--- config.mk ---
export PLATFORM = sky130hd
export DESIGN_NAME = ocp_channel
export DESIGN_NICKNAME = d
export VERILOG_FILES = /design/src/hdl/ocp_pkg.sv /design/src/hdl/ocp_channel.sv
export SDC_FILE = /design/constraint.sdc
export NUM_CORES = 1
export LEC_CHECK = 0
export BUFFER_PORTS_ARGS = -buffer_cell sky130_fd_sc_hd__buf_2
export CORE_ASPECT_RATIO = 0.8
export CORE_MARGIN = 3
export CORE_UTILIZATION = 43
export CTS_CLUSTER_SIZE = 20
export DETAILED_ROUTE_END_ITERATION = 7
export HOLD_SLACK_MARGIN = 0.15
export SLEW_MARGIN = 20
export SYNTH_ARGS = -nofsm -noshare
export SYNTH_HDL_FRONTEND = slang
export SYNTH_SLANG_ARGS = --single-unit
--- constraint.sdc ---
create_clock -name pclk -period 3.8 [get_ports pclk]
set_input_delay 0.57 -clock pclk [delete_from_list [all_inputs] [get_ports pclk]]
set_output_delay 0.57 -clock pclk [all_outputs]
set_load 0.05 [all_outputs]
--- src/hdl/ocp_pkg.sv ---
// Purpose: Shared constants and types for the output compare channel.
// Assumes: APB slave with 32-bit data, one aligned word per register.
// Notes:   Register fields are carried as packed structs.
package ocp_pkg;
  localparam logic [7:0] ADDR_CONTROL_ONE = 8'h00;
  localparam logic [7:0] ADDR_CONTROL_TWO = 8'h04;
  localparam logic [7:0] ADDR_FIRST       = 8'h08;
  localparam logic [7:0] ADDR_SECOND      = 8'h0c;
  localparam logic [7:0] ADDR_PERIOD      = 8'h10;
  localparam logic [7:0] ADDR_COUNT       = 8'h14;
  localparam logic [15:0] CTRL_ONE_RESET  = 16'h0000;
  localparam logic [15:0] CTRL_TWO_RESET  = 16'h000c;
  localparam logic [15:0] CTRL_ONE_WMASK  = 16'h3c9f;
  localparam logic [15:0] CTRL_TWO_WMASK  = 16'hf1ff;
  localparam logic [15:0] WORD_ZERO       = 16'h0000;
  localparam logic [15:0] COUNT_ONE       = 16'h0001;
  localparam logic [15:0] COUNT_MAX       = 16'hffff;
  localparam logic [2:0]  TB_TIMER2       = 3'h0;
  localparam logic [2:0]  TB_TIMER3       = 3'h1;
  localparam logic [2:0]  TB_TIMER4       = 3'h2;
  localparam logic [2:0]  TB_TIMER5       = 3'h3;
  localparam logic [2:0]  TB_TIMER1       = 3'h4;
  localparam logic [2:0]  TB_PCLK         = 3'h7;
  localparam logic [4:0]  SRC_NONE        = 5'h00;
  localparam logic [4:0]  SRC_SELF        = 5'h1f;
  localparam int          FAULT_A_LAST    = 4;

  typedef enum logic [2:0] {
    MODE_OFF         = 3'b000,
    MODE_SINGLE_RISE = 3'b001,
    MODE_SINGLE_FALL = 3'b010,
    MODE_TOGGLE      = 3'b011,
    MODE_DOUBLE_ONCE = 3'b100,
    MODE_DOUBLE_CONT = 3'b101,
    MODE_PWM_EDGE    = 3'b110,
    MODE_PWM_CENTER  = 3'b111
  } ocp_mode_t;

  typedef struct packed {
    logic [1:0] rsv_hi;
    logic       idle_stop;
    logic [2:0] time_base_select;
    logic [1:0] rsv_mid;
    logic       fault_input_enable;
    logic [1:0] rsv_lo;
    logic       fault_status;
    logic       trigger_clear_mode;
    ocp_mode_t  channel_mode;
  } ocp_ctrl_one_t;

  typedef struct packed {
    logic       fault_exit_mode;
    logic       fault_drive_level;
    logic       fault_force_output;
    logic       output_invert;
    logic [2:0] rsv;
    logic       cascade_enable;
    logic       trigger_or_sync_select;
    logic       trigger_status;
    logic       output_tristate;
    logic [4:0] source_select;
  } ocp_ctrl_two_t;
endpackage : ocp_pkg

--- src/hdl/ocp_channel.sv ---
// Purpose: One output compare / PWM channel with an APB register slave.
// Assumes: Timer ticks and source events come from logic on pclk.
// Notes:   Fault pins are asynchronous and pass two flip-flops first.
// How it works
// - PWM period lasts period_register plus one time base counts.
// - PWM duty values latch into active copies only at period match.
// - All compare values and period zero give a constant low output.
// - Second compare above period gives a constant high output.
// - Time base select picks timer 2,3,4,5,1 or peripheral clock.
// - Fault input enable bit gates the fault input.
// - Hardware sets fault status on a fault; used only in mode 111.
// - Trigger clear mode lets a second compare match clear trigger status.
// - Mode 111 center PWM, 110 edge PWM, 000 disabled.
// - Modes 101/100 start low, toggle on alternating matches, 100 once.
// - Mode 011 toggles, 010 starts high then low, 001 low then high.
// - Fault input A serves channels one to four, B five to nine.
// - Compare modes use written compare values at once.
// - Fault exit waits for source removal and new period, maybe sw clear.
// - During a fault the output takes the fault drive level.
// - Fault force output makes the pin an output during a fault.
// - Output invert inverts the channel output.
// - Cascade enable chains two channels as one 32-bit channel.
// - Trigger or sync select picks trigger or counter sync role.
// - Trigger status is set by hardware when triggered and running.
// - Output tristate releases the pin when set.
// - Source select codes: none, channels, timers, others, self.
// - Free-running counter counts up and wraps from all ones to zero.
// - Interrupt flag on first match single, second match double modes.
//
// Local design decisions: the placing of the registers and the APB interface to the registers.
`timescale 1ns/10ps
module ocp_channel
  import ocp_pkg::*;
#(
  parameter int CHANNEL_NUM = 1       // Channel number, one to nine.
) (
  input  wire logic        pclk,           // APB clock.
  input  wire logic        presetn,        // Asynchronous reset, low.
  input  wire logic        psel,           // APB select.
  input  wire logic        penable,        // APB access phase.
  input  wire logic        pwrite,         // APB write.
  input  wire logic [7:0]  paddr,          // APB byte address.
  input  wire logic [31:0] pwdata,         // APB write data.
  output logic      [31:0] prdata,         // APB read data.
  output logic             pready,         // APB ready.
  output logic             pslverr,        // APB error.
  input  wire logic [4:0]  timer_tick,     // Timers 2,3,4,5,1 ticks.
  input  wire logic [31:0] source_event,   // Events by source code.
  input  wire logic        cascade_in,     // Carry from lower channel.
  output logic             cascade_carry,  // Carry to upper channel.
  input  wire logic        fault_input_a,  // Fault pin A, high = fault.
  input  wire logic        fault_input_b,  // Fault pin B, high = fault.
  output logic             channel_output, // Pin drive level.
  output logic             channel_oe,     // Pin output enable.
  output logic             channel_interrupt_flag // Event pulse.
);
  ocp_ctrl_one_t ctl1;
  ocp_ctrl_two_t ctl2;
  logic [15:0] first_compare_value;
  logic [15:0] second_compare_value;
  logic [15:0] period_register;
  logic [15:0] active_first;
  logic [15:0] active_second;
  logic [15:0] internal_counter;
  logic [15:0] next_counter;
  logic [1:0]  fault_meta;
  logic [1:0]  fault_sync;
  logic        out_state;
  logic        next_out;
  logic        phase;
  logic        done;
  logic        fault_active;

  // Time base decode.
  function automatic logic tick_pick(input logic [2:0] sel,
                                     input logic [4:0] ticks);
    logic r;
    r = 1'b0;
    if (sel == TB_TIMER2) r = ticks[0];
    else if (sel == TB_TIMER3) r = ticks[1];
    else if (sel == TB_TIMER4) r = ticks[2];
    else if (sel == TB_TIMER5) r = ticks[3];
    else if (sel == TB_TIMER1) r = ticks[4];
    else if (sel == TB_PCLK) r = 1'b1;
    return r;
  endfunction : tick_pick

  // APB decode; the slave never waits.
  wire acc      = psel && penable;
  wire wr       = acc && pwrite;
  wire sel_one  = (paddr == ADDR_CONTROL_ONE);
  wire sel_two  = (paddr == ADDR_CONTROL_TWO);
  wire sel_fst  = (paddr == ADDR_FIRST);
  wire sel_snd  = (paddr == ADDR_SECOND);
  wire sel_per  = (paddr == ADDR_PERIOD);
  wire sel_cnt  = (paddr == ADDR_COUNT);
  wire mapped   = sel_one || sel_two || sel_fst || sel_snd || sel_per ||
                  sel_cnt;
  wire wr_one   = wr && sel_one;
  wire wr_two   = wr && sel_two;
  wire [15:0] wdata = pwdata[15:0];
  wire [15:0] rmux  = sel_one ? ctl1 : sel_two ? ctl2 :
                      sel_fst ? first_compare_value :
                      sel_snd ? second_compare_value :
                      sel_per ? period_register :
                      sel_cnt ? internal_counter : WORD_ZERO;
  assign pready  = 1'b1;
  assign pslverr = acc && !mapped;

  // Mode and source decode.
  ocp_mode_t mode;
  assign mode = ctl1.channel_mode;
  wire is_pwm    = (mode == MODE_PWM_EDGE) || (mode == MODE_PWM_CENTER);
  wire is_single = (mode == MODE_SINGLE_RISE) ||
                   (mode == MODE_SINGLE_FALL) || (mode == MODE_TOGGLE);
  wire is_double = (mode == MODE_DOUBLE_ONCE) ||
                   (mode == MODE_DOUBLE_CONT);
  wire upper     = ctl2.cascade_enable && (CHANNEL_NUM % 2 == 0);
  // An upper half of a cascade counts on the lower half's carry.
  wire tick      = upper ? cascade_in :
                   tick_pick(ctl1.time_base_select, timer_tick);
  wire has_src   = (ctl2.source_select != SRC_NONE);
  wire trig_mode = has_src && ctl2.trigger_or_sync_select;
  wire sync_mode = has_src && !ctl2.trigger_or_sync_select;
  wire held      = trig_mode && !ctl2.trigger_status;
  wire running   = (mode != MODE_OFF) && !held;
  wire at_period = (internal_counter == period_register);
  wire per_match = tick && running && at_period;
  // Self selection only makes sense as sync to the own period.
  wire src_evt   = (ctl2.source_select == SRC_SELF) ? per_match :
                   source_event[ctl2.source_select];
  wire trig_evt  = trig_mode && src_evt;
  wire sync_evt  = sync_mode && src_evt;
  wire m1        = tick && running && (internal_counter == active_first);
  wire m2        = tick && running && (internal_counter == active_second);
  wire take1     = is_single && m1 && !done;
  wire take2     = is_double && m2 && phase && !done;

  // Counter: PWM restarts after the period count, others wrap freely.
  always_comb begin
    next_counter = internal_counter;
    if (!running) begin
      next_counter = WORD_ZERO;
    end else if (sync_evt) begin
      next_counter = WORD_ZERO;
    end else if (tick) begin
      if (is_pwm && at_period) begin
        next_counter = WORD_ZERO;
      end else begin
        next_counter = internal_counter + COUNT_ONE;
      end
    end
  end

  // Edge and center PWM share the level law; compare with active copies.
  wire pwm_level = (active_second > period_register) ||
                   ((internal_counter >= active_first) &&
                    (internal_counter < active_second));

  always_comb begin
    next_out = out_state;
    case (mode)
      MODE_OFF:         next_out = 1'b0;
      MODE_SINGLE_RISE: if (take1) next_out = 1'b1;
      MODE_SINGLE_FALL: if (take1) next_out = 1'b0;
      MODE_TOGGLE:      if (m1) next_out = !out_state;
      MODE_DOUBLE_ONCE,
      MODE_DOUBLE_CONT: begin
        if (!done && !phase && m1) next_out = 1'b1;
        else if (take2) next_out = 1'b0;
      end
      default:          next_out = pwm_level;
    endcase
  end

  // Fault handling: only center-aligned PWM honours the fault pin.
  wire fault_raw  = (CHANNEL_NUM <= FAULT_A_LAST) ? fault_sync[0] :
                    fault_sync[1];
  wire fault_live = fault_raw && ctl1.fault_input_enable &&
                    (mode == MODE_PWM_CENTER);
  wire fault_end  = !fault_live && per_match &&
                    (!ctl2.fault_exit_mode || !ctl1.fault_status);
  wire sw_fclr    = wr_one && !wdata[4] && ctl2.fault_exit_mode;
  wire hw_fclr    = fault_active && fault_end && !ctl2.fault_exit_mode;
  wire lvl_norm   = out_state ^ ctl2.output_invert;
  wire pin_level  = fault_active ? ctl2.fault_drive_level : lvl_norm;
  wire pin_oe     = !ctl2.output_tristate ||
                    (fault_active && ctl2.fault_force_output);

  always_ff @(posedge pclk or negedge presetn) begin
    if (!presetn) begin
      fault_meta <= 2'h0;
      fault_sync <= 2'h0;
    end else begin
      fault_meta <= {fault_input_b, fault_input_a};
      fault_sync <= fault_meta;
    end
  end

  // Control one; a write rearms single-shot modes.
  always_ff @(posedge pclk or negedge presetn) begin
    if (!presetn) begin
      ctl1 <= CTRL_ONE_RESET;
    end else begin
      if (wr_one) ctl1 <= (wdata & CTRL_ONE_WMASK) | {11'h000,
                          ctl1.fault_status, 4'h0};
      if (fault_live) ctl1.fault_status <= 1'b1;
      else if (sw_fclr || hw_fclr) ctl1.fault_status <= 1'b0;
    end
  end

  // Control two; a trigger event wins over any clear.
  always_ff @(posedge pclk or negedge presetn) begin
    if (!presetn) begin
      ctl2 <= CTRL_TWO_RESET;
    end else begin
      if (wr_two) ctl2 <= wdata & CTRL_TWO_WMASK;
      if (trig_evt) ctl2.trigger_status <= 1'b1;
      else if (ctl1.trigger_clear_mode && m2)
        ctl2.trigger_status <= 1'b0;
    end
  end

  always_ff @(posedge pclk or negedge presetn) begin
    if (!presetn) begin
      first_compare_value  <= WORD_ZERO;
      second_compare_value <= WORD_ZERO;
      period_register      <= WORD_ZERO;
    end else begin
      if (wr && sel_fst) first_compare_value <= wdata;
      if (wr && sel_snd) second_compare_value <= wdata;
      if (wr && sel_per) period_register <= wdata;
    end
  end

  // Duty copies: buffered in PWM, transparent in compare modes.
  always_ff @(posedge pclk or negedge presetn) begin
    if (!presetn) begin
      active_first  <= WORD_ZERO;
      active_second <= WORD_ZERO;
    end else if (!is_pwm || per_match) begin
      active_first  <= first_compare_value;
      active_second <= second_compare_value;
    end
  end

  always_ff @(posedge pclk or negedge presetn) begin
    if (!presetn) begin
      internal_counter <= WORD_ZERO;
    end else begin
      internal_counter <= next_counter;
    end
  end

  always_ff @(posedge pclk or negedge presetn) begin
    if (!presetn) begin
      out_state <= 1'b0;
      phase     <= 1'b0;
      done      <= 1'b0;
    end else if (wr_one) begin
      out_state <= (wdata[2:0] == MODE_SINGLE_FALL);
      phase     <= 1'b0;
      done      <= 1'b0;
    end else begin
      out_state <= next_out;
      if (is_double && !done && !phase && m1) phase <= 1'b1;
      else if (take2) phase <= 1'b0;
      if (take1 && mode != MODE_TOGGLE) done <= 1'b1;
      if (take2 && mode == MODE_DOUBLE_ONCE) done <= 1'b1;
    end
  end

  always_ff @(posedge pclk or negedge presetn) begin
    if (!presetn) begin
      fault_active <= 1'b0;
    end else if (fault_live) begin
      fault_active <= 1'b1;
    end else if (fault_end) begin
      fault_active <= 1'b0;
    end
  end

  always_ff @(posedge pclk or negedge presetn) begin
    if (!presetn) begin
      prdata                 <= 32'h0000_0000;
      channel_output         <= 1'b0;
      channel_oe             <= 1'b0;
      channel_interrupt_flag <= 1'b0;
      cascade_carry          <= 1'b0;
    end else begin
      if (psel && !penable) prdata <= {16'h0000, rmux};
      channel_output         <= pin_level;
      channel_oe             <= pin_oe;
      channel_interrupt_flag <= take1 || (is_single && m1 &&
                                mode == MODE_TOGGLE) || take2;
      cascade_carry          <= tick && running &&
                                internal_counter == COUNT_MAX;
    end
  end
endmodule : ocp_channel

# Word-level counts from Yosys, hierarchy flattened
# Cells that the tools add are included.
# classes
add_sub_neg	1
n_eq_ne	29
n_lt_le_gt_ge	4
reduce_logical	87
n_mux	40
n_bitwise	2
# ops
operator	count
$mux W16	10
$eq A16 B16 Y1	3
$logic_and A1 B1 Y1	45
$mux W1	26
$eq A3 B3 Y1 const B	6
$add A16 B1 Y16 const B	1
$eq A16 B16 Y1 const B	1
$eq A8 B4 Y1 const B	2
$eq A8 B5 Y1 const B	2
$ge A16 B16 Y1	1
$gt A16 B16 Y1	1
$logic_or A1 B1 Y1	16
$lt A16 B16 Y1	1
$eq A3 B2 Y1 const B	5
$reduce_bool A3 Y1	5
$logic_not A1 Y1	14
$or A14 B5 Y14	1
$ne A3 B3 Y1 const B	3
$eq A8 B3 Y1 const B	1
$logic_not A8 Y1	1
$mux W7	1
$eq A3 B1 Y1 const B	2
$logic_not A3 Y1	2
$lt A5 B6 Y1 const B	1
11 further kinds	12
# word_totals
out_inout_bits	38
regBits	149
elab_cells	197
input_bits	85

# Longest topological paths before layout
# Gate-level depths: netlist (run 1).
# logic_depth
word_depth	16
depth_mapped	10
depth_no_buf	9

# Least setup slack after synthesis (run 1)
# No wires, ideal clock.
# synth_timing
kind	input to output
startpoint	input port paddr[4]
endpoint	output port pslverr
t_required_ps	3230
cell_stages	4
arrival_ps	2004
slack_ps	1226
path_buffers	2
cell_sequence	clkbuf_1 > clkbuf_1 > nand2_1 > a21oi_1
# synth_between
elab_chain_cells	8
word_cells_on_any_way	13
classes_between	eq/ne: 5; reduce/logical: 8
# synth_lines
item	line_no	rtl
start, declared	ocp_channel.sv:42	input wire logic [7:0] paddr,
$eq A8 B3 Y1 / $logic_not A8 Y1 (equally long branches)	ocp_channel.sv:92, ocp_channel.sv:91	
$logic_or A1 B1 Y1 (4 in a row)	ocp_channel.sv:97	wire mapped = sel_one || sel_two || sel_fst || sel_snd || sel_per ||
$logic_or A1 B1 Y1 *	ocp_channel.sv:97	
$logic_not A1 Y1 *	ocp_channel.sv:108	assign pslverr = acc && !mapped;
$logic_and A1 B1 Y1 *	ocp_channel.sv:108	
end, declared	ocp_channel.sv:46	output logic pslverr,
# Every way passes the cells marked *; elsewhere a longest branch is shown, timed or not.

# Worst setup path in the final report (run 1)
# layout_timing
startpoint	register internal_counter[10]
endpoint	register out_state
# layout_between
elab_chain_cells	7
word_cells_on_any_way	22
classes_between	order compare: 2; eq/ne: 6; mux: 3; reduce/logical: 11
# layout_lines
item	line_no	rtl
start, declared	ocp_channel.sv:64	logic [15:0] internal_counter;
start signal, assigned	ocp_channel.sv:251	internal_counter <= next_counter;
branches (longest 7 deep; another with $ge A16 B16 Y1)	-	
end signal, assigned	ocp_channel.sv:261	out_state <= (wdata[2:0] == MODE_SINGLE_FALL);
end signal, assigned	ocp_channel.sv:265	out_state <= next_out;
end, declared	ocp_channel.sv:68	logic out_state;
# Several ways; the timed one is not identified.
# A chain may end at the register's enable or synchronous reset.

==> impl_metrics.yaml, run 1 <==
critical_path:
  crit_fanout: 8
  r2r_slack_ns: 0.94
  cp_slowest_cell: "dfrtp_1"
  max_stage_delay_ns: 0.54
  worstRegToRegCells: 9
  setup.worst_path.end_class: "register"
  required_ns: 4.17
  crit_chain: "ha_1 -> nand3_1 -> nor4_1 -> buf_4 -> nand3_1 -> o41ai_1 -> o21ai_0 -> a211o_1 -> a31oi_1"
  cp-start-kind: "register"
  reg2reg_to: "out_state"
  crit_top_cell: "nand3_1"
  worstSetupPathType: "register to register"
  r2r_start: "internal_counter[10]"
  arrival_ns: 3.22
placement:
  place_hpwl_um: 17900
  port_buffers: 86
  dpl_cell_area_um2: 9300
  dp_slack_ns: 0.836
  place_congestion: 0.938
timing:
  rsz0062_at_grt: "no"
  finalSetupViolCount: 0
  tightest_slew_ns: 0.948
  relSlewSlack_pct: 36.8
  tns_ns: 0
  fin_ws_ns: 0.941
  maxSlewViolCount: 0
  skew_ns: 0.0141
  fmax_ghz: 0.350
  hold_viol: 0
  period_needed_ns: 2.86
  fin_crit_sh_pct: 75.2
synthesis:
  yosysUniqueCellTypes: 73
  async_flop_share_pct: 100
  yosys.area.top_type: "dfrtp_1"
  synth.most_common_cell: "dfrtp_1"
  seq_area_frac_synth_pct: 41.9
  ys.warnings.count: 0
  synth.top_cell.area_share_pct: 41.3
  syn_area_um2: 8660
  synth_seq_cells: 145
  synth_cells: 856
  synth_commonest_cells: "143 x dfrtp_1, 105 x nand2_1, 70 x mux2_2, 64 x inv_1, 63 x o21ai_0"
  synth_ff_type: "dfrtp_1"
  netlist_top_cells_area: "dfrtp_1 41%, mux2_2 9.1%, ha_1 7.1%"
  synth_edf_count: 0
  avgSynthCellArea_um2: 10.1
clock_tree:
  cts_setup_buffers: 0
  post_cts_resized: 0
  clockBufferDepth: 2
  clk_pin_slew_ns: 0.07
  htreeDepth: 4
  cts-root-buf: "clkbuf_16"
  hold_buffers: 0
  cts_made_buffers: 17
  clk_latency_ns: 0.44
  clock_sinks: 145
  cts_tree: "done"
floorplanning:
  start_util_pct: 44.7
  rows: 45
  dieArea_um2: 21900
  io-pin-count: 123
  core_area_um2: 19400
  die_h_um: 133
  die_x_um: 165
grt:
  grt_usage_pct: 22.6
  grt_start_max_net_pins: 97
  grt_pass1_vias: 6484
  antenna_found_initial: 0
  overflow: 0
  grt_pass1_wl_um: 37900
detailed_routing:
  routed_wl_um: 24000
  firstDrtPassIters: 5
  first_iter_violations: 505
  ant_nets: 0
  route.detailed.drc: 0
  viasPerCell: 5.60
  routedWlPerCell_um: 19.8
  vias: 6787
layout:
  design_area_um2: 9900
  num_antenna_cells: 0
  layout-drive-gt1-share_pct: 26.8
  num-fill-cells: 1818
  syn2layout_area_growth_pct: 14.3
  final_nets: 1074
run:
  maxCapViolations: 0
power_and_ir_drop:
  power.density_cell_area_nw_per_um2: 363
  vdd_drop_max_v: 0.000297
  p_leak_nw: 4.72
min_path:
  min_path_type: "input pin to async pin"
status:
  status: "complete, no violations"
==> metrics by stage <==
stage	total power, mW	utilization [%]	cells	hold slack (ns)
floorplan	1.78	-	871	0.274
global placement	1.89	48.0	1179	0.343
detailed placement	1.90	48.0	1179	0.348
CTS	3.63	51.1	1211	0.227
global route	3.72	51.1	1211	0.241
finish	3.60	51.1	1211	0.191
==> per-layer routing <==
layer	share of wire [%]	track usage, %	routed length [µm]
met1	49	35.0	11700
met2	43	31.4	10200
met3	7.5	5.16	1790
met4	1.4	5.96	337
met5	0	0	0
==> sequential cells by signal, indices dropped and copies added (netlist names), 3 cells and up <==
| register | cells |
|---|---|
| internal_counter | 16 |
| active_second | 16 |
| ctl2 | 13 |
| ctl1 | 7 |
| prdata | 16 |
| first_compare_value | 16 |
| second_compare_value | 16 |
| period_register | 16 |
| active_first | 16 |
| mode | 3 |
==> report_power, final <==
part	leakage (nW)	total [mW]	internal [mW]	switching (mW)
combinational	2.50	0.278	0.0891	0.189
clock	0.291	1.73	0.990	0.739
sequential	1.92	1.59	1.57	0.0230
total	4.72	3.60	2.64	0.951
==> worst max path at each step <==
stage,to,start,slack [ns],depth (start not counted)
after global routing,internal_counter[5],ctl2[0],0.82,7
after CTS,out_state,internal_counter[10],0.94,9
after detailed placement,ctl2[1],paddr[0],0.84,5
final,out_state,internal_counter[10],0.94,9
after global placement,ctl2[1],paddr[0],0.86,5
after floorplan,pslverr,paddr[4],1.23,4
==> worst max-delay path, delay by kind of cell (launching register included) <==
family                   cells  cell delay [ns]
AND/OR/NAND/NOR              3             0.58
adder cells (fa/ha/maj)      1             0.42
flip-flops                   1             0.54
AO/OA/AOI/OAI                4             1.06
buffers and inverters        1             0.20
==> cell usage in the layout, fill, tap and decap left out, drive strengths merged, types with 9 or more instances in the layout <==
master,synthesis,final
a21oi,66,66
nor4,11,11
mux4,9,9
nand4,15,15
conb,2,17
buf,35,104
dfrtp,143,143
clkbuf,18,18
a22oi,9,9
nor2,32,32
ha,49,49
inv,64,71
nand3,13,13
nor3,18,18
xnor2,17,17
a21o,10,10
mux2,83,83
nand2,105,105
o21ai,65,65
==> final cells by class <==
class	count	area, µm²	area share [%]
clock buffers	18	429	4.33
repair buffers	104	597	6.03
multi-input cells	608	4510	45.6
inverters	64	240	2.43
flip-flops and latches	145	3630	36.7
well taps	258	323	3.26
clock inverters	14	170	1.72
==> logic make-up (layout without fill, tap and decap cells) <==
family,Yosys count,count (layout),share of synthesized area (%)
fa+ha+maj,49,49,7.08
flops,145,145,41.9
buf+inv,118,200,6.66
xor+xnor,17,17,1.72
compound gates,188,188,13.5
other cells,2,17,0.0867
mux,99,99,14.6
simple gates,238,238,14.5
No activity file was read; power rests on OpenSTA's default activity.
==> run 2, diff against run 1 <==
clock period = 2.65 ns   (was 3.8 ns; I/O delays follow)
==> run 2 against run 1 <==
Net effect: via count rose by 2.8%; largest cell class unchanged; final cell count up 5.2%; clock power up 42%; design area up 5.8%; combinational power rose by 60%; critical path depth stayed put; critical path type unchanged; worst setup slack got worse by 0.86 ns; global-route usage grew 0.38 points; non-clock buffer count up 63; flip-flop and latch count unchanged.
==> impl_metrics.yaml, run 2 (synthesis results as in run 1) <==
timing:
  relSlewSlack_pct: 57.8
  fin_ws_ns: 0.0800
  fin_crit_sh_pct: 97.0
  tightest_slew_ns: 0.632
  maxSlewViolCount: 0
  fmax_ghz: 0.389
  period_needed_ns: 2.57
  rsz0062_at_grt: "no"
  skew_ns: 0.0129
  fin_hold_ws_ns: 0.218
  hold_viol: 0
  finalSetupViolCount: 0
  tns_ns: 0
clock_tree:
  cts-root-buf: "clkbuf_16"
  clk_latency_ns: 0.44
  clk_pin_slew_ns: 0.07
  cts_tree: "done"
  clock_sinks: 145
  htreeDepth: 4
  cts_made_buffers: 17
  clockBufferDepth: 2
placement:
  dpl_cell_area_um2: 9830
  dp_slack_ns: -0.00365
  placedCellCount: 1240
  port_buffers: 86
  place_hpwl_um: 19100
  place_congestion: 0.897
grt:
  overflow: 0
  grt_pass1_wl_um: 38300
  use_met1_pct: 34.9
  grt_usage_pct: 23.0
  grt_pass1_vias: 6617
  met2_usage_pct: 33.4
  antenna_found_initial: 0
  busiest_layer: "met1"
  grt_start_max_net_pins: 50
  met3_usage_pct: 5.67
floorplanning:
  core_area_um2: 19400
  start_util_pct: 44.7
  die_x_um: 165
  io-pin-count: 123
  rows: 45
  dieArea_um2: 21900
  die_h_um: 133
min_path:
  hold-path-cell-count: 2
  min_path_type: "input pin to register"
  hp-start: "pwdata[9]"
  whs_endpoint: "period_register[9]"
power_and_ir_drop:
  vdd_drop_max_v: 0.000353
  p_leak_nw: 5.05
  power.share.combinational_pct: 8.6
  clockPowerShare_pct: 47.4
  swShare_pct: 27.6
  power.density_cell_area_nw_per_um2: 493
  power.net_switching_mw: 1.42
  seqPwrFrac_pct: 44.0
  internal-power_mw: 3.74
critical_path:
  crit_fanout: 7
  setup.worst_path.end_class: "register"
  r2r_slack_ns: 0.08
  worstSetupPathType: "register to register"
  required_ns: 3.01
  r2r_start: "internal_counter[11]"
  cp-start-kind: "register"
  reg2reg_to: "out_state"
  arrival_ns: 2.93
  worstRegToRegCells: 9
  startpoint: "internal_counter[11]"
layout:
  final_common_cell: "dfrtp_1"
  num_antenna_cells: 0
  final_cell_mix: "143 x dfrtp_1, 105 x nand2_1, 85 x buf_2"
  design_area_um2: 10500
  layout-drive-gt1-share_pct: 31.5
  final_nets: 1137
  final_cell_count_no_fill: 1274
  syn2layout_area_growth_pct: 21.0
status:
  status: "complete, no violations"
detailed_routing:
  first_iter_violations: 561
  routedWlPerCell_um: 19.5
  routed_wl_um: 24800
  ant_nets: 0
  route.detailed.drc: 0
  viasPerCell: 5.48
  vias: 6979
  firstDrtPassIters: 5
run:
  maxCapViolations: 0
run 2: layout make-up:
cell class | instances | area (µm²)
inverter | 64 | 240
sequential | 145 | 3630
clock buffer | 17 | 425
multi-input combinational | 608 | 4540
timing repair buffer | 167 | 1150
tap | 258 | 323
fill | 1776 | 8890
clock inverter | 15 | 163
run 2: repair_timing:
action,4_1_cts,5_1_grt
cloned,0,0
gates resized for setup,1,4
setup buffers,0,0
hold endpoints to repair,47,0
hold buffers,2,0
pin swaps,0,1
setup endpoints to repair,1,3
run 2: metrics by stage:
stage	total power, mW	utilization, %
after detailed placement	2.75	50.8
final	5.17	54.1
after global placement	2.75	50.8
after CTS	5.19	53.9
after floorplan	2.55	-
after global routing	5.34	54.1
run 2: how the worst max path moves through the flow:
| stage | endpoint | slack (ns) |
|---|---|---|
| 2_1_floorplan | ctl2[12] | 0.32 |
| 3_3_place_gp | out_state | 0.06 |
| 3_5_place_dp | out_state | -0.004 |
| 4_1_cts | out_state | 0.06 |
| 5_1_grt | out_state | 0.01 |
| 6_report | out_state | 0.08 |
run 2: power groups by stage:
stage	Sequential [mW]	Clock [mW]	Combinational (mW)
final	2.27	2.45	0.444
after global routing	2.28	2.58	0.484
after CTS	2.27	2.47	0.443
after detailed placement	2.32	0	0.438
after global placement	2.31	0	0.433
after floorplan	2.31	0	0.241
run 2: worst max-delay path, cell delays in order (launching register included):
cell	delay (ns)
dfrtp_1	0.39
buf_4	0.16
ha_1	0.31
a21oi_1	0.16
o21a_1	0.19
o211ai_1	0.10
o21ai_0	0.38
nand3_1	0.31
a211o_1	0.33
a31oi_1	0.15
run 2: per-layer routing:
metal / vias up / share of wire, % / wire [µm]
met5: - / 0 / 0
met3: 20 / 6.8 / 1690
met2: 215 / 44 / 10800
met1: 3428 / 49 / 12100
li1: 3316 / - / -
met4: 0 / 0.85 / 210
==> run 3, diff against run 2 <==
CELL_PAD_IN_SITES_DETAIL_PLACEMENT = 1   (was not set)
CELL_PAD_IN_SITES_GLOBAL_PLACEMENT = 1   (was not set)
CTS_BUF_LIST = sky130_fd_sc_hd__clkbuf_16   (was not set)
PLACE_DENSITY_LB_ADDON = 0.1   (was not set)
==> run 3 against run 2 <==
Net effect: core utilization decreased by 0.58 points; power decreased by 2.2%; clock power decreased by 5%; maximum frequency decreased by 0.38%; clock skew about the same; critical path depth increased by 2; final cell count decreased by 0.24%; largest cell class unchanged; global-route usage increased by 3.6 points; sequential share of layout area increased by 0.39 points; clock-buffer cell count unchanged; combinational power increased by 2%; worst hold slack improved by 0.011 ns.
==> impl_metrics.yaml, run 3 (synthesis results as in run 1) <==
status:
  status: "complete, no violations"
floorplanning:
  die_x_um: 165
  start_util_pct: 44.7
  dieArea_um2: 21900
  die_h_um: 133
  rows: 45
  core_area_um2: 19400
  io-pin-count: 123
timing:
  tns_ns: 0
  relSlewSlack_pct: 48.0
  rsz0062_at_grt: "yes"
  hold_viol: 0
  fmax_ghz: 0.388
  fin_crit_sh_pct: 97.4
  maxSlewViolCount: 0
  skew_ns: 0.0125
  tightest_slew_ns: 0.779
  finalSetupViolCount: 0
  period_needed_ns: 2.58
layout:
  final_nets: 1133
  final_cell_count_no_fill: 1271
  final_cell_mix: "142 x dfrtp_1, 105 x nand2_1, 85 x buf_2"
  design_area_um2: 10400
  layout-drive-gt1-share_pct: 31.3
  final_common_cell: "dfrtp_1"
  syn2layout_area_growth_pct: 19.7
  num-fill-cells: 2172
clock_tree:
  cts_made_buffers: 17
  clk_pin_slew_ns: 0.07
  clockBufferDepth: 2
  cts-root-buf: "clkbuf_16"
  htreeDepth: 4
  clk_latency_ns: 0.44
  cts_tree: "done"
  clock_sinks: 145
  cts_setup_buffers: 0
placement:
  placedCellCount: 1236
  place_congestion: 0.879
  place_hpwl_um: 22100
  dpl_cell_area_um2: 9730
  port_buffers: 86
detailed_routing:
  firstDrtPassIters: 5
  route.detailed.drc: 0
  viasPerCell: 5.71
  routed_wl_um: 28500
  vias: 7260
  first_iter_violations: 543
  routedWlPerCell_um: 22.4
  ant_nets: 0
grt:
  grt_usage_pct: 26.6
  grt_pass1_wl_um: 44600
  overflow: 0
  grt_pass1_vias: 7901
  grt_start_max_net_pins: 79
  antenna_found_initial: 1
critical_path:
  crit_fanout: 3
  arrival_ns: 2.94
  worstSetupPathType: "register to register"
  required_ns: 3.01
  setup.worst_path.end_class: "register"
  cp-start-kind: "register"
power_and_ir_drop:
  p_leak_nw: 5.01
  power.density_cell_area_nw_per_um2: 488
  vdd_drop_max_v: 0.000303
  power_mw: 5.06
run:
  maxCapViolations: 0
min_path:
  min_path_type: "input pin to register"
-- run 3: cell count changes in the layout (fill, tap and decap cells not counted), moves of 2 or more --
cell,before,now
buf_4,71,73
buf_12,8,2
clkinv_4,2,4
inv_8,6,1
-- run 3: repair_timing --
action,4_1_cts,5_1_grt
setup endpoints to repair,8,18
pin swaps,0,1
resized for setup,2,6
endpoints found under the hold margin,71,0
hold buffers,2,0
-- run 3: layout make-up --
| cell class | instances | area (µm²) | area share [%] |
|---|---|---|---|
| Antenna cell | 1 | 2.50 | 0.0241 |
| Timing Repair Buffer | 163 | 1040 | 10.1 |
| Multi-Input combinational cell | 608 | 4560 | 44.0 |
| Inverter | 64 | 240 | 2.32 |
| Tap cell | 258 | 323 | 3.12 |
| Clock inverter | 15 | 135 | 1.30 |
| Sequential cell | 145 | 3630 | 35.1 |
| Clock buffer | 17 | 425 | 4.11 |
-- run 3: power by group --
part | switching, mW | internal (mW)
clock network | 1.03 | 1.30
registers | 0.0289 | 2.25
logic | 0.300 | 0.155
-- run 3: worst max-delay path: stages, from the launching register on --
cell,delay (ns)
dfrtp_1,0.42
inv_1,0.07
ha_1,0.32
nand4_1,0.17
nor4_2,0.19
buf_4,0.17
nand3_1,0.07
buf_4,0.16
o41ai_4,0.32
o21ai_0,0.15
a211o_1,0.29
a31oi_1,0.16
-- run 3: per-stage QoR --
stage | hold slack, ns | util [%] | worst slack, ns
after floorplan | 0.102 | - | 0.325
after global placement | 0.342 | 50.2 | -0.0675
after detailed placement | 0.361 | 50.2 | -0.0973
after CTS | 0.227 | 53.3 | 0.00438
after global routing | 0.245 | 53.5 | -0.0678
final | 0.229 | 53.5 | 0.0702
-- run 3: path summary, 6_finish.rpt --
kind	slack, ns	startpoint	to	cells past startpoint
max reg2reg	0.07	active_first[5]	out_state	11
min reg2reg	0.38	fault_meta[0]	fault_sync[0]	0
max	0.07	active_first[5]	out_state	11
min	0.23	pwdata[9]	first_compare_value[9]	2
min in group asynchronous	0.59	presetn	internal_counter[1]	2
max in group asynchronous	1.30	presetn	period_register[0]	3
-- run 3: per-layer routing --
layer / track usage, % / vias to the layer above / part of all wire (%)
met4: 7.13 / 0 / 1.7
li1: - / 3306 / -
met1: 37.1 / 3776 / 46
met2: 43.2 / 149 / 49
met3: 3.97 / 29 / 4.0
met5: 0 / - / 0
